===== config.mk =====
export PLATFORM = sky130hd
export DESIGN_NAME = pief_top
export DESIGN_NICKNAME = d
export VERILOG_FILES = /design/src/verilog/pief_pkg.sv /design/src/verilog/pief_reg_if.sv /design/src/verilog/pief_flag_core.sv /design/src/verilog/pief_top.sv
export SDC_FILE = /design/constraint.sdc
export NUM_CORES = 1
export LEC_CHECK = 0
export BUFFER_PORTS_ARGS = -buffer_cell sky130_fd_sc_hd__buf_2
export CORE_MARGIN = 5
export CORE_UTILIZATION = 35
export DETAILED_ROUTE_END_ITERATION = 16
export GPL_TIMING_DRIVEN = 0
export HOLD_SLACK_MARGIN = 0.05
export PLACE_DENSITY = 0.68
export RECOVER_POWER = 50
export SLEW_MARGIN = 20
export SYNTH_ARGS = -nofsm -noshare
export SYNTH_HDL_FRONTEND = slang
export SYNTH_HIERARCHICAL = 1
export SYNTH_SLANG_ARGS = --single-unit

===== constraint.sdc =====
create_clock -name aclk -period 4.5 [get_ports aclk]
set_input_delay 0.9 -clock aclk [delete_from_list [all_inputs] [get_ports aclk]]
set_output_delay 0.9 -clock aclk [all_outputs]
set_load 0.03 [all_outputs]

===== src/verilog/pief_pkg.sv =====
// shared constants for the peripheral interrupt enable/flag block
package pief_pkg;

  // register byte addresses on the AXI4-Lite slave
  localparam logic [11:0] ADDR_FLAGS   = 12'h00C;
  localparam logic [11:0] ADDR_ENABLES = 12'h08C;
  localparam logic [11:0] ADDR_CORE    = 12'h010;
  localparam logic [11:0] ADDR_ISR     = 12'h014;
  localparam logic [11:0] ADDR_IMR     = 12'h018;

  // bit positions shared by the flag and enable registers
  localparam int BIT_CONV   = 6;
  localparam int BIT_SER    = 3;
  localparam int BIT_CAPCMP = 2;
  localparam int BIT_PERIOD = 1;
  localparam int BIT_WOVF   = 0;

  // implemented bits; 7, 5 and 4 always read zero
  localparam logic [7:0] IMPL_MASK = 8'h4F;
  localparam logic [7:0] CONV_MASK = 8'h40;
  localparam logic [7:0] RST_BYTE  = 8'h00;

  // core interrupt control: global enable bit 7, peripheral master bit 6
  localparam int         BIT_GLOBAL = 7;
  localparam int         BIT_MASTER = 6;
  localparam logic [7:0] CORE_MASK  = 8'hC0;

  // block interrupt status: request rising edge, bad register access
  localparam int         ISR_REQ  = 0;
  localparam int         ISR_BAD  = 1;
  localparam logic [7:0] ISR_MASK = 8'h03;

  // AXI responses
  localparam logic [1:0] RESP_OKAY   = 2'h0;
  localparam logic [1:0] RESP_SLVERR = 2'h2;

  // operating mode reported by the capture/compare unit
  typedef enum logic [1:0] {
    CCM_OFF,
    CCM_CAPTURE,
    CCM_COMPARE,
    CCM_PWM
  } pief_ccm_t;

endpackage


===== src/verilog/pief_reg_if.sv =====
// carrier between the bus front end and the flag/enable core
`timescale 1ns/1ps
interface pief_reg_if;
  logic [7:0] set_evt;
  logic [7:0] wdata;
  logic       wr_flags;
  logic       wr_enables;
  logic       master_en;
  logic       global_en;
  logic [7:0] flags;
  logic [7:0] enables;
  logic       req;

  modport core (
    input  set_evt, wdata, wr_flags, wr_enables, master_en, global_en,
    output flags, enables, req
  );
  modport ctrl (
    output set_evt, wdata, wr_flags, wr_enables, master_en, global_en,
    input  flags, enables, req
  );
endinterface


===== src/verilog/pief_flag_core.sv =====
// flag and enable registers with the gated peripheral request
`timescale 1ns/1ps
module pief_flag_core
  import pief_pkg::*;
#(
  parameter bit HAS_CONV = 1'b1
) (
  input wire logic aclk,
  input wire logic aresetn,
  pief_reg_if.core rf
);

  // without a converter its bit position is reserved and held at zero
  localparam logic [7:0] KEEP = HAS_CONV ? IMPL_MASK : (IMPL_MASK & ~CONV_MASK);

  typedef struct packed {
    logic [7:0] flags;
    logic [7:0] enables;
  } pief_core_st_t;

  pief_core_st_t st_r;
  pief_core_st_t st_nxt;

  // software write first, then hardware sets on top so a set is never lost
  always_comb begin
    st_nxt = st_r;
    if (rf.wr_enables) begin
      st_nxt.enables = rf.wdata & KEEP; // [RL1] [RL2]
    end
    if (rf.wr_flags) begin
      st_nxt.flags = rf.wdata & KEEP; // [RL3]
    end
    st_nxt.flags = st_nxt.flags | (rf.set_evt & KEEP); // [RL4]
  end

  always_ff @(posedge aclk) begin
    if (!aresetn) begin
      st_r.flags   <= RST_BYTE; // [RL3]
      st_r.enables <= RST_BYTE; // [RL2]
    end else begin
      st_r <= st_nxt;
    end
  end

  assign rf.flags   = st_r.flags;
  assign rf.enables = st_r.enables;
  // request needs flag, enable, master and global enable all set
  assign rf.req = rf.global_en & rf.master_en & (|(st_r.flags & st_r.enables)); // [RL13] [RL14] [RL15]
endmodule // pief_flag_core


===== src/verilog/pief_top.sv =====
// peripheral interrupt enable/flag block with AXI4-Lite register access
// What this block does
// RL1: an eight-bit enable register holds converter 6, serial 3, capcmp 2, period 1, timer overflow 0; 7,5,4 read 0.
// RL2: each enable bit passes its request at one and blocks it at zero, is read/write and resets to zero.
// RL3: an eight-bit flag register mirrors the enable bit positions, reads zero at 7,5,4 and resets to zero.
// RL4: a flag is set by its condition whatever its enable bit and the global enable say.
// RL5: the converter flag sets on conversion done and holds until software writes it to zero.
// RL6: the serial flag sets when a transfer completes and holds until software clears it.
// RL7: in capture mode the capcmp flag sets on a timer capture and holds until cleared.
// RL8: in compare mode the capcmp flag sets on a compare match and holds; in PWM mode it is not set.
// RL9: the period flag sets when the period timer equals its period value and holds until cleared.
// RL10: the overflow flag sets when the sixteen-bit timer overflows and holds until cleared.
// RL11: on a part without converter, software keeps the converter enable and flag at zero.
// RL12: software clears a flag before setting its enable so a stale event does not interrupt.
// RL13: no peripheral request reaches the core unless the peripheral master enable is set.
// RL14: the global enable passes unmasked interrupts when set and blocks all when clear; it gates periph_irq_req only, irq is not blocked.
// RL15: the request to the core is the OR of flag AND enable, gated by master and global enables.
`timescale 1ns/1ps
module pief_top
  import pief_pkg::*;
#(
  parameter int ADDR_W   = 12,
  parameter bit HAS_CONV = 1'b1
) (
  input  wire logic              aclk,
  input  wire logic              aresetn,
  // AXI4-Lite write address
  input  wire logic [ADDR_W-1:0] awaddr,
  input  wire logic [2:0]        awprot,
  input  wire logic              awvalid,
  output wire logic              awready,
  // AXI4-Lite write data
  input  wire logic [31:0]       wdata,
  input  wire logic [3:0]        wstrb,
  input  wire logic              wvalid,
  output wire logic              wready,
  // AXI4-Lite write response
  output wire logic [1:0]        bresp,
  output wire logic              bvalid,
  input  wire logic              bready,
  // AXI4-Lite read address
  input  wire logic [ADDR_W-1:0] araddr,
  input  wire logic [2:0]        arprot,
  input  wire logic              arvalid,
  output wire logic              arready,
  // AXI4-Lite read data
  output wire logic [31:0]       rdata,
  output wire logic [1:0]        rresp,
  output wire logic              rvalid,
  input  wire logic              rready,
  // condition pulses from the on-chip peripherals
  input  wire logic              conv_done,
  input  wire logic              serial_done,
  input  wire logic              capture_evt,
  input  wire logic              compare_evt,
  input  wire logic [1:0]        capcmp_mode,
  input  wire logic              period_match,
  input  wire logic              wide_timer_ovf,
  // requests
  output wire logic              periph_irq_req,
  output wire logic              irq
);

  typedef struct packed {
    logic              aw_got;
    logic [ADDR_W-1:0] awaddr;
    logic              w_got;
    logic [7:0]        wdata;
    logic              wstb;
    logic              bvalid;
    logic [1:0]        bresp;
    logic              rvalid;
    logic [7:0]        rdata;
    logic [1:0]        rresp;
    logic [7:0]        core_ctl;
    logic [7:0]        isr;
    logic [7:0]        imr;
    logic              req_d;
  } pief_top_st_t;

  pief_top_st_t st_r;
  pief_top_st_t st_nxt;

  logic       do_wr;
  logic       ar_hs;
  logic       w_fl;
  logic       w_en;
  logic       w_core;
  logic       w_isr;
  logic       w_imr;
  logic       w_hit;
  logic [7:0] rd_val;
  logic       rd_hit;
  logic [7:0] isr_set;
  logic [7:0] isr_clr;
  logic [7:0] evt;

  pief_reg_if rif ();

  pief_flag_core #(
    .HAS_CONV (HAS_CONV)
  ) u_core (
    .aclk    (aclk),
    .aresetn (aresetn),
    .rf      (rif)
  );

  // one write and one read in flight; channels stall while a response waits
  assign awready = !st_r.aw_got && !st_r.bvalid;
  assign wready  = !st_r.w_got && !st_r.bvalid;
  assign arready = !st_r.rvalid;
  assign do_wr   = st_r.aw_got && st_r.w_got && !st_r.bvalid;
  assign ar_hs   = arvalid && arready;

  // write decode on the held address; misaligned addresses miss
  assign w_fl   = st_r.awaddr == ADDR_W'(ADDR_FLAGS);
  assign w_en   = st_r.awaddr == ADDR_W'(ADDR_ENABLES);
  assign w_core = st_r.awaddr == ADDR_W'(ADDR_CORE);
  assign w_isr  = st_r.awaddr == ADDR_W'(ADDR_ISR);
  assign w_imr  = st_r.awaddr == ADDR_W'(ADDR_IMR);
  assign w_hit  = w_fl | w_en | w_core | w_isr | w_imr;

  // read decode, registers live in lane 0 and upper bits read zero
  always_comb begin
    rd_val = 8'h00;
    rd_hit = 1'b1;
    case (araddr)
      ADDR_W'(ADDR_FLAGS):   rd_val = rif.flags; // [RL3]
      ADDR_W'(ADDR_ENABLES): rd_val = rif.enables; // [RL1]
      ADDR_W'(ADDR_CORE):    rd_val = st_r.core_ctl;
      ADDR_W'(ADDR_ISR):     rd_val = st_r.isr;
      ADDR_W'(ADDR_IMR):     rd_val = st_r.imr;
      default:               rd_hit = 1'b0;
    endcase
  end

  // map peripheral conditions to flag positions; capcmp follows its mode
  always_comb begin
    evt                 = 8'h00;
    evt[BIT_CONV]       = conv_done; // [RL5]
    evt[BIT_SER]        = serial_done; // [RL6]
    evt[BIT_CAPCMP]     = (pief_ccm_t'(capcmp_mode) == CCM_CAPTURE && capture_evt) || // [RL7]
                          (pief_ccm_t'(capcmp_mode) == CCM_COMPARE && compare_evt); // [RL8]
    evt[BIT_PERIOD]     = period_match; // [RL9]
    evt[BIT_WOVF]       = wide_timer_ovf; // [RL10]
  end

  // byte lane 0 strobe gates every register write
  assign rif.set_evt    = evt; // [RL4]
  assign rif.wdata      = st_r.wdata;
  assign rif.wr_flags   = do_wr && w_fl && st_r.wstb; // [RL5] [RL6] [RL9] [RL10]
  assign rif.wr_enables = do_wr && w_en && st_r.wstb; // [RL2]
  assign rif.global_en  = st_r.core_ctl[BIT_GLOBAL]; // [RL14]
  assign rif.master_en  = st_r.core_ctl[BIT_MASTER]; // [RL13]

  // sticky status events: new request edge, access to an unmapped word
  always_comb begin
    isr_set          = 8'h00;
    isr_set[ISR_REQ] = rif.req && !st_r.req_d;
    isr_set[ISR_BAD] = (do_wr && !w_hit) || (ar_hs && !rd_hit);
    isr_clr          = (do_wr && w_isr && st_r.wstb) ? st_r.wdata : 8'h00;
  end

  // next-state for the bus slave and the local control registers
  always_comb begin
    st_nxt = st_r;
    if (awvalid && awready) begin
      st_nxt.aw_got = 1'b1;
      st_nxt.awaddr = awaddr;
    end
    if (wvalid && wready) begin
      st_nxt.w_got = 1'b1;
      st_nxt.wdata = wdata[7:0];
      st_nxt.wstb  = wstrb[0];
    end
    if (do_wr) begin
      st_nxt.aw_got = 1'b0;
      st_nxt.w_got  = 1'b0;
      st_nxt.bvalid = 1'b1;
      st_nxt.bresp  = w_hit ? RESP_OKAY : RESP_SLVERR;
      if (w_core && st_r.wstb) begin
        st_nxt.core_ctl = st_r.wdata & CORE_MASK; // [RL13] [RL14]
      end
      if (w_imr && st_r.wstb) begin
        st_nxt.imr = st_r.wdata & ISR_MASK;
      end
    end else if (st_r.bvalid && bready) begin
      st_nxt.bvalid = 1'b0;
    end
    if (ar_hs) begin
      st_nxt.rvalid = 1'b1;
      st_nxt.rdata  = rd_val;
      st_nxt.rresp  = rd_hit ? RESP_OKAY : RESP_SLVERR;
    end else if (st_r.rvalid && rready) begin
      st_nxt.rvalid = 1'b0;
    end
    // set beats a same-cycle write-one clear
    st_nxt.isr   = ((st_r.isr & ~isr_clr) | isr_set) & ISR_MASK;
    st_nxt.req_d = rif.req;
  end

  // synchronous reset clears every field, control registers included
  always_ff @(posedge aclk) begin
    if (!aresetn) begin
      st_r <= '0;
    end else begin
      st_r <= st_nxt;
    end
  end

  // every response output comes straight from a flop; upper read lanes are tied to zero
  assign bvalid         = st_r.bvalid;
  assign bresp          = st_r.bresp;
  assign rvalid         = st_r.rvalid;
  assign rresp          = st_r.rresp;
  assign rdata          = {24'h000000, st_r.rdata};
  assign periph_irq_req = rif.req; // [RL15]
  // level output, drops as soon as software clears the last unmasked bit
  assign irq = |(st_r.isr & st_r.imr);
endmodule // pief_top

==> key figures <==
Synthesis
  – Cells after Synth: 300
  – Syn Std Cell Area: 2547 um^2
  – Number of synthesis warnings: 6
  – Syn_area_per_cell: 8.491 um^2

Clock tree
  – Bufs on Longest Clock Path: 2
  – Num Clock Sinks: 50
  – CTS root buffer: clkbuf_8
  – CTS Buf Count: 5
  – Clock latency on the worst-skew pair: 0.31 ns
  – H-Tree Depth: 2
  – CTS Hold Buffers Added: 0
  – CTS tree: built
  – Post_cts resized: 0
  – Clk slew on worst S/H paths: 0.09 ns
  – Post-CTS Setup Inserts: 0

Die
  – Core footprint: 7176 um^2
  – Die area: 9085 um^2
  – Io pins: 124
  – Die width: 95.32 um
  – Core Rows: 31
  – Die Span Y: 95.32 um
  – Starting Density: 0.3550

Timing
  – Unrepaired setup endpoints after global routing: false
  – Least-Margin Pin Slew: 0.9797 ns
  – Achievable Freq: 415.2 MHz
  – Final period util: 0.5353
  – Final Hold Vio Count: 0
  – Rel. slew slack: 0.3409
  – Final Skew: 0.004774 ns
  – Final Max Tran Viols: 0
  – Setup TNS: 0 ns
  – Min Tclk post-route: 2.409 ns
  – Min Hold Slack: 0.4677 ns
  – Setup violators final: 0
  – Worst Slack Setup Final: 2.091 ns

Critical path
  – Reg2Reg Depth: 6
  – Crit-path max FO: 5
  – Critical path startpoint category: flop
  – FF-to-FF End: u_core/rf.flags[2]
  – CP arrival: 2.62 ns
  – Worst r2r src: st_r[60]
  – Critical path class: flop to flop
  – Critical Path End: u_core/rf.flags[2]
  – Setup crit end kind: flop
  – Worst reg2reg setup slack: 2.09 ns
  – Critical Path Source: st_r[60]
  – Worst EP required: 4.71 ns

Final layout
  – Number of diodes: 0
  – Synthesis-to-finish area growth: 24.80%
  – Nets: 479
  – Layout cell share with drive strength beyond 1: 0.2839
  – Final core utilization: 0.4431
  – Fillcell total: 740

Pwr
  – Worst vdd ir: 0.2069 mV
  – Final Power: 981.1 uW
  – Pleak: 1.438 nW
  – P per Cell Area: 308.6 nW/um^2

Global route
  – Met1 Use GR: 0.1562
  – GRT overflow: 0
  – Most used routing layer: met2
  – Largest net degree at the start of global routing: 15
  – Number of global-route vias before repair: 2142
  – Initial antenna violation count: 0
  – Global-route wire length before repair: 9.487 mm
  – Met3 GRT Util: 0.03078
  – GRT Total Usage: 0.1337
  – Grt met2 use: 0.2362

Drt
  – # DRC: 0
  – Post-DRT Antenna Nets: 0
  – Final wirelength: 6.004 mm
  – Via Count: 2198
  – Vias/cell: 4.423
  – Routed len/inst: 12.08 um
  – Pre-antenna DRT Iters: 4
  – Iter 0 DRT Violations: 47

Placed design
  – Setup WS pre-CTS: 2.064 ns
  – Placer Congestion: 0.8757
  – I/O Buffers: 61
  – Hpwl dp: 4.852 mm

Flow run
  – Max_cap viols: 0

Run status
  – Status: complete, no violations

Worst hold path
  – Hold crit path type: flop to flop
-- where the power goes --
part / switching (mW) / total (mW) / internal (mW) / leakage, nW
Clock: 0.148 / 0.326 / 0.178 / 0.0573
Combinational: 0.103 / 0.176 / 0.0725 / 0.972
Sequential: 0.0170 / 0.480 / 0.463 / 0.409
Total: 0.268 / 0.981 / 0.713 / 1.44
-- cell usage in the layout (no fill, tap or decap), types with 2 or more instances in the layout --
cell,count
buf_4,42
dfxtp_1,50
buf_2,57
nor3b_1,2
nand2_1,46
nand3_1,4
clkbuf_1,16
o21a_1,8
a22oi_1,5
nor4_1,5
a2bb2oi_1,4
o31ai_1,2
or4_4,3
inv_1,7
mux2i_1,10
nor2_1,14
a31oi_1,3
mux2_2,4
mux2_1,5
nand4_1,4
o21ai_1,3
nand2b_1,4
nand4b_1,3
conb_1,32
a21oi_1,28
nand3b_1,2
a22o_1,2
and3b_1,2
nor2b_1,8
and2_1,5
o21ai_0,4
clkbuf_8,6
-- layout make-up --
| class | instances | area, um^2 | share of cell area |
|---|---|---|---|
| inverter | 7 | 26.28 | 0.008264 |
| multi-input combinational | 219 | 1255 | 0.3947 |
| clock buffer | 6 | 82.58 | 0.02597 |
| buffer | 54 | 362.8 | 0.1141 |
| tap | 99 | 123.9 | 0.03896 |
| clock inverter | 1 | 30.03 | 0.009445 |
| sequential | 50 | 1001 | 0.3148 |
| timing repair buffer | 61 | 297.8 | 0.09366 |
-- sequential cells by signal, indices dropped and copies added, names as in the netlist --
| signal | count |
|---|---|
| bresp | 1 |
| rif.master_en | 1 |
| st_r | 20 |
| rif.wdata | 6 |
| u_core/rf.enables | 5 |
| bvalid | 1 |
| rif.global_en | 1 |
| rresp | 1 |
| rdata | 8 |
| rvalid | 1 |
| u_core/rf.flags | 5 |
-- critical path: stages, from the launching register on --
cell and delay, ns:
dfxtp_1 0.33, nor4_1 0.39, nand2_1 0.08, or4_1 0.54
nor2_1 0.44, mux2_1 0.37, o21a_1 0.17
-- worst min-delay path by stage --
stage                       from            to  slack, ns  cells after the start
finish              rif.wdata[7]  rif.wdata[7]       0.47                      2
global route            st_r[39]      st_r[39]       0.51                      2
CTS                     st_r[39]      st_r[39]       0.47                      2
detailed placement  rif.wdata[7]  rif.wdata[7]       0.46                      2
global placement        st_r[39]      st_r[39]       0.45                      2
floorplan               st_r[39]      st_r[39]       0.44                      2
-- per-stage QoR --
| stage | cell area, um^2 | cells |
|---|---|---|
| after floorplan | 2660 | 330 |
| after global placement | 3089 | 490 |
| after global routing | 3179 | 497 |
| after CTS | 3202 | 497 |
| final | 3179 | 497 |
| after detailed placement | 3089 | 490 |
-- per-layer routing --
layer | up-vias | share of wire | wire [um]
met5 | - | 0 | 0
met4 | 0 | 0.014 | 84
met3 | 7 | 0.054 | 326
met2 | 49 | 0.50 | 2976
met1 | 984 | 0.44 | 2616
li1 | 1158 | - | -
(Power assumes the default switching activity.)
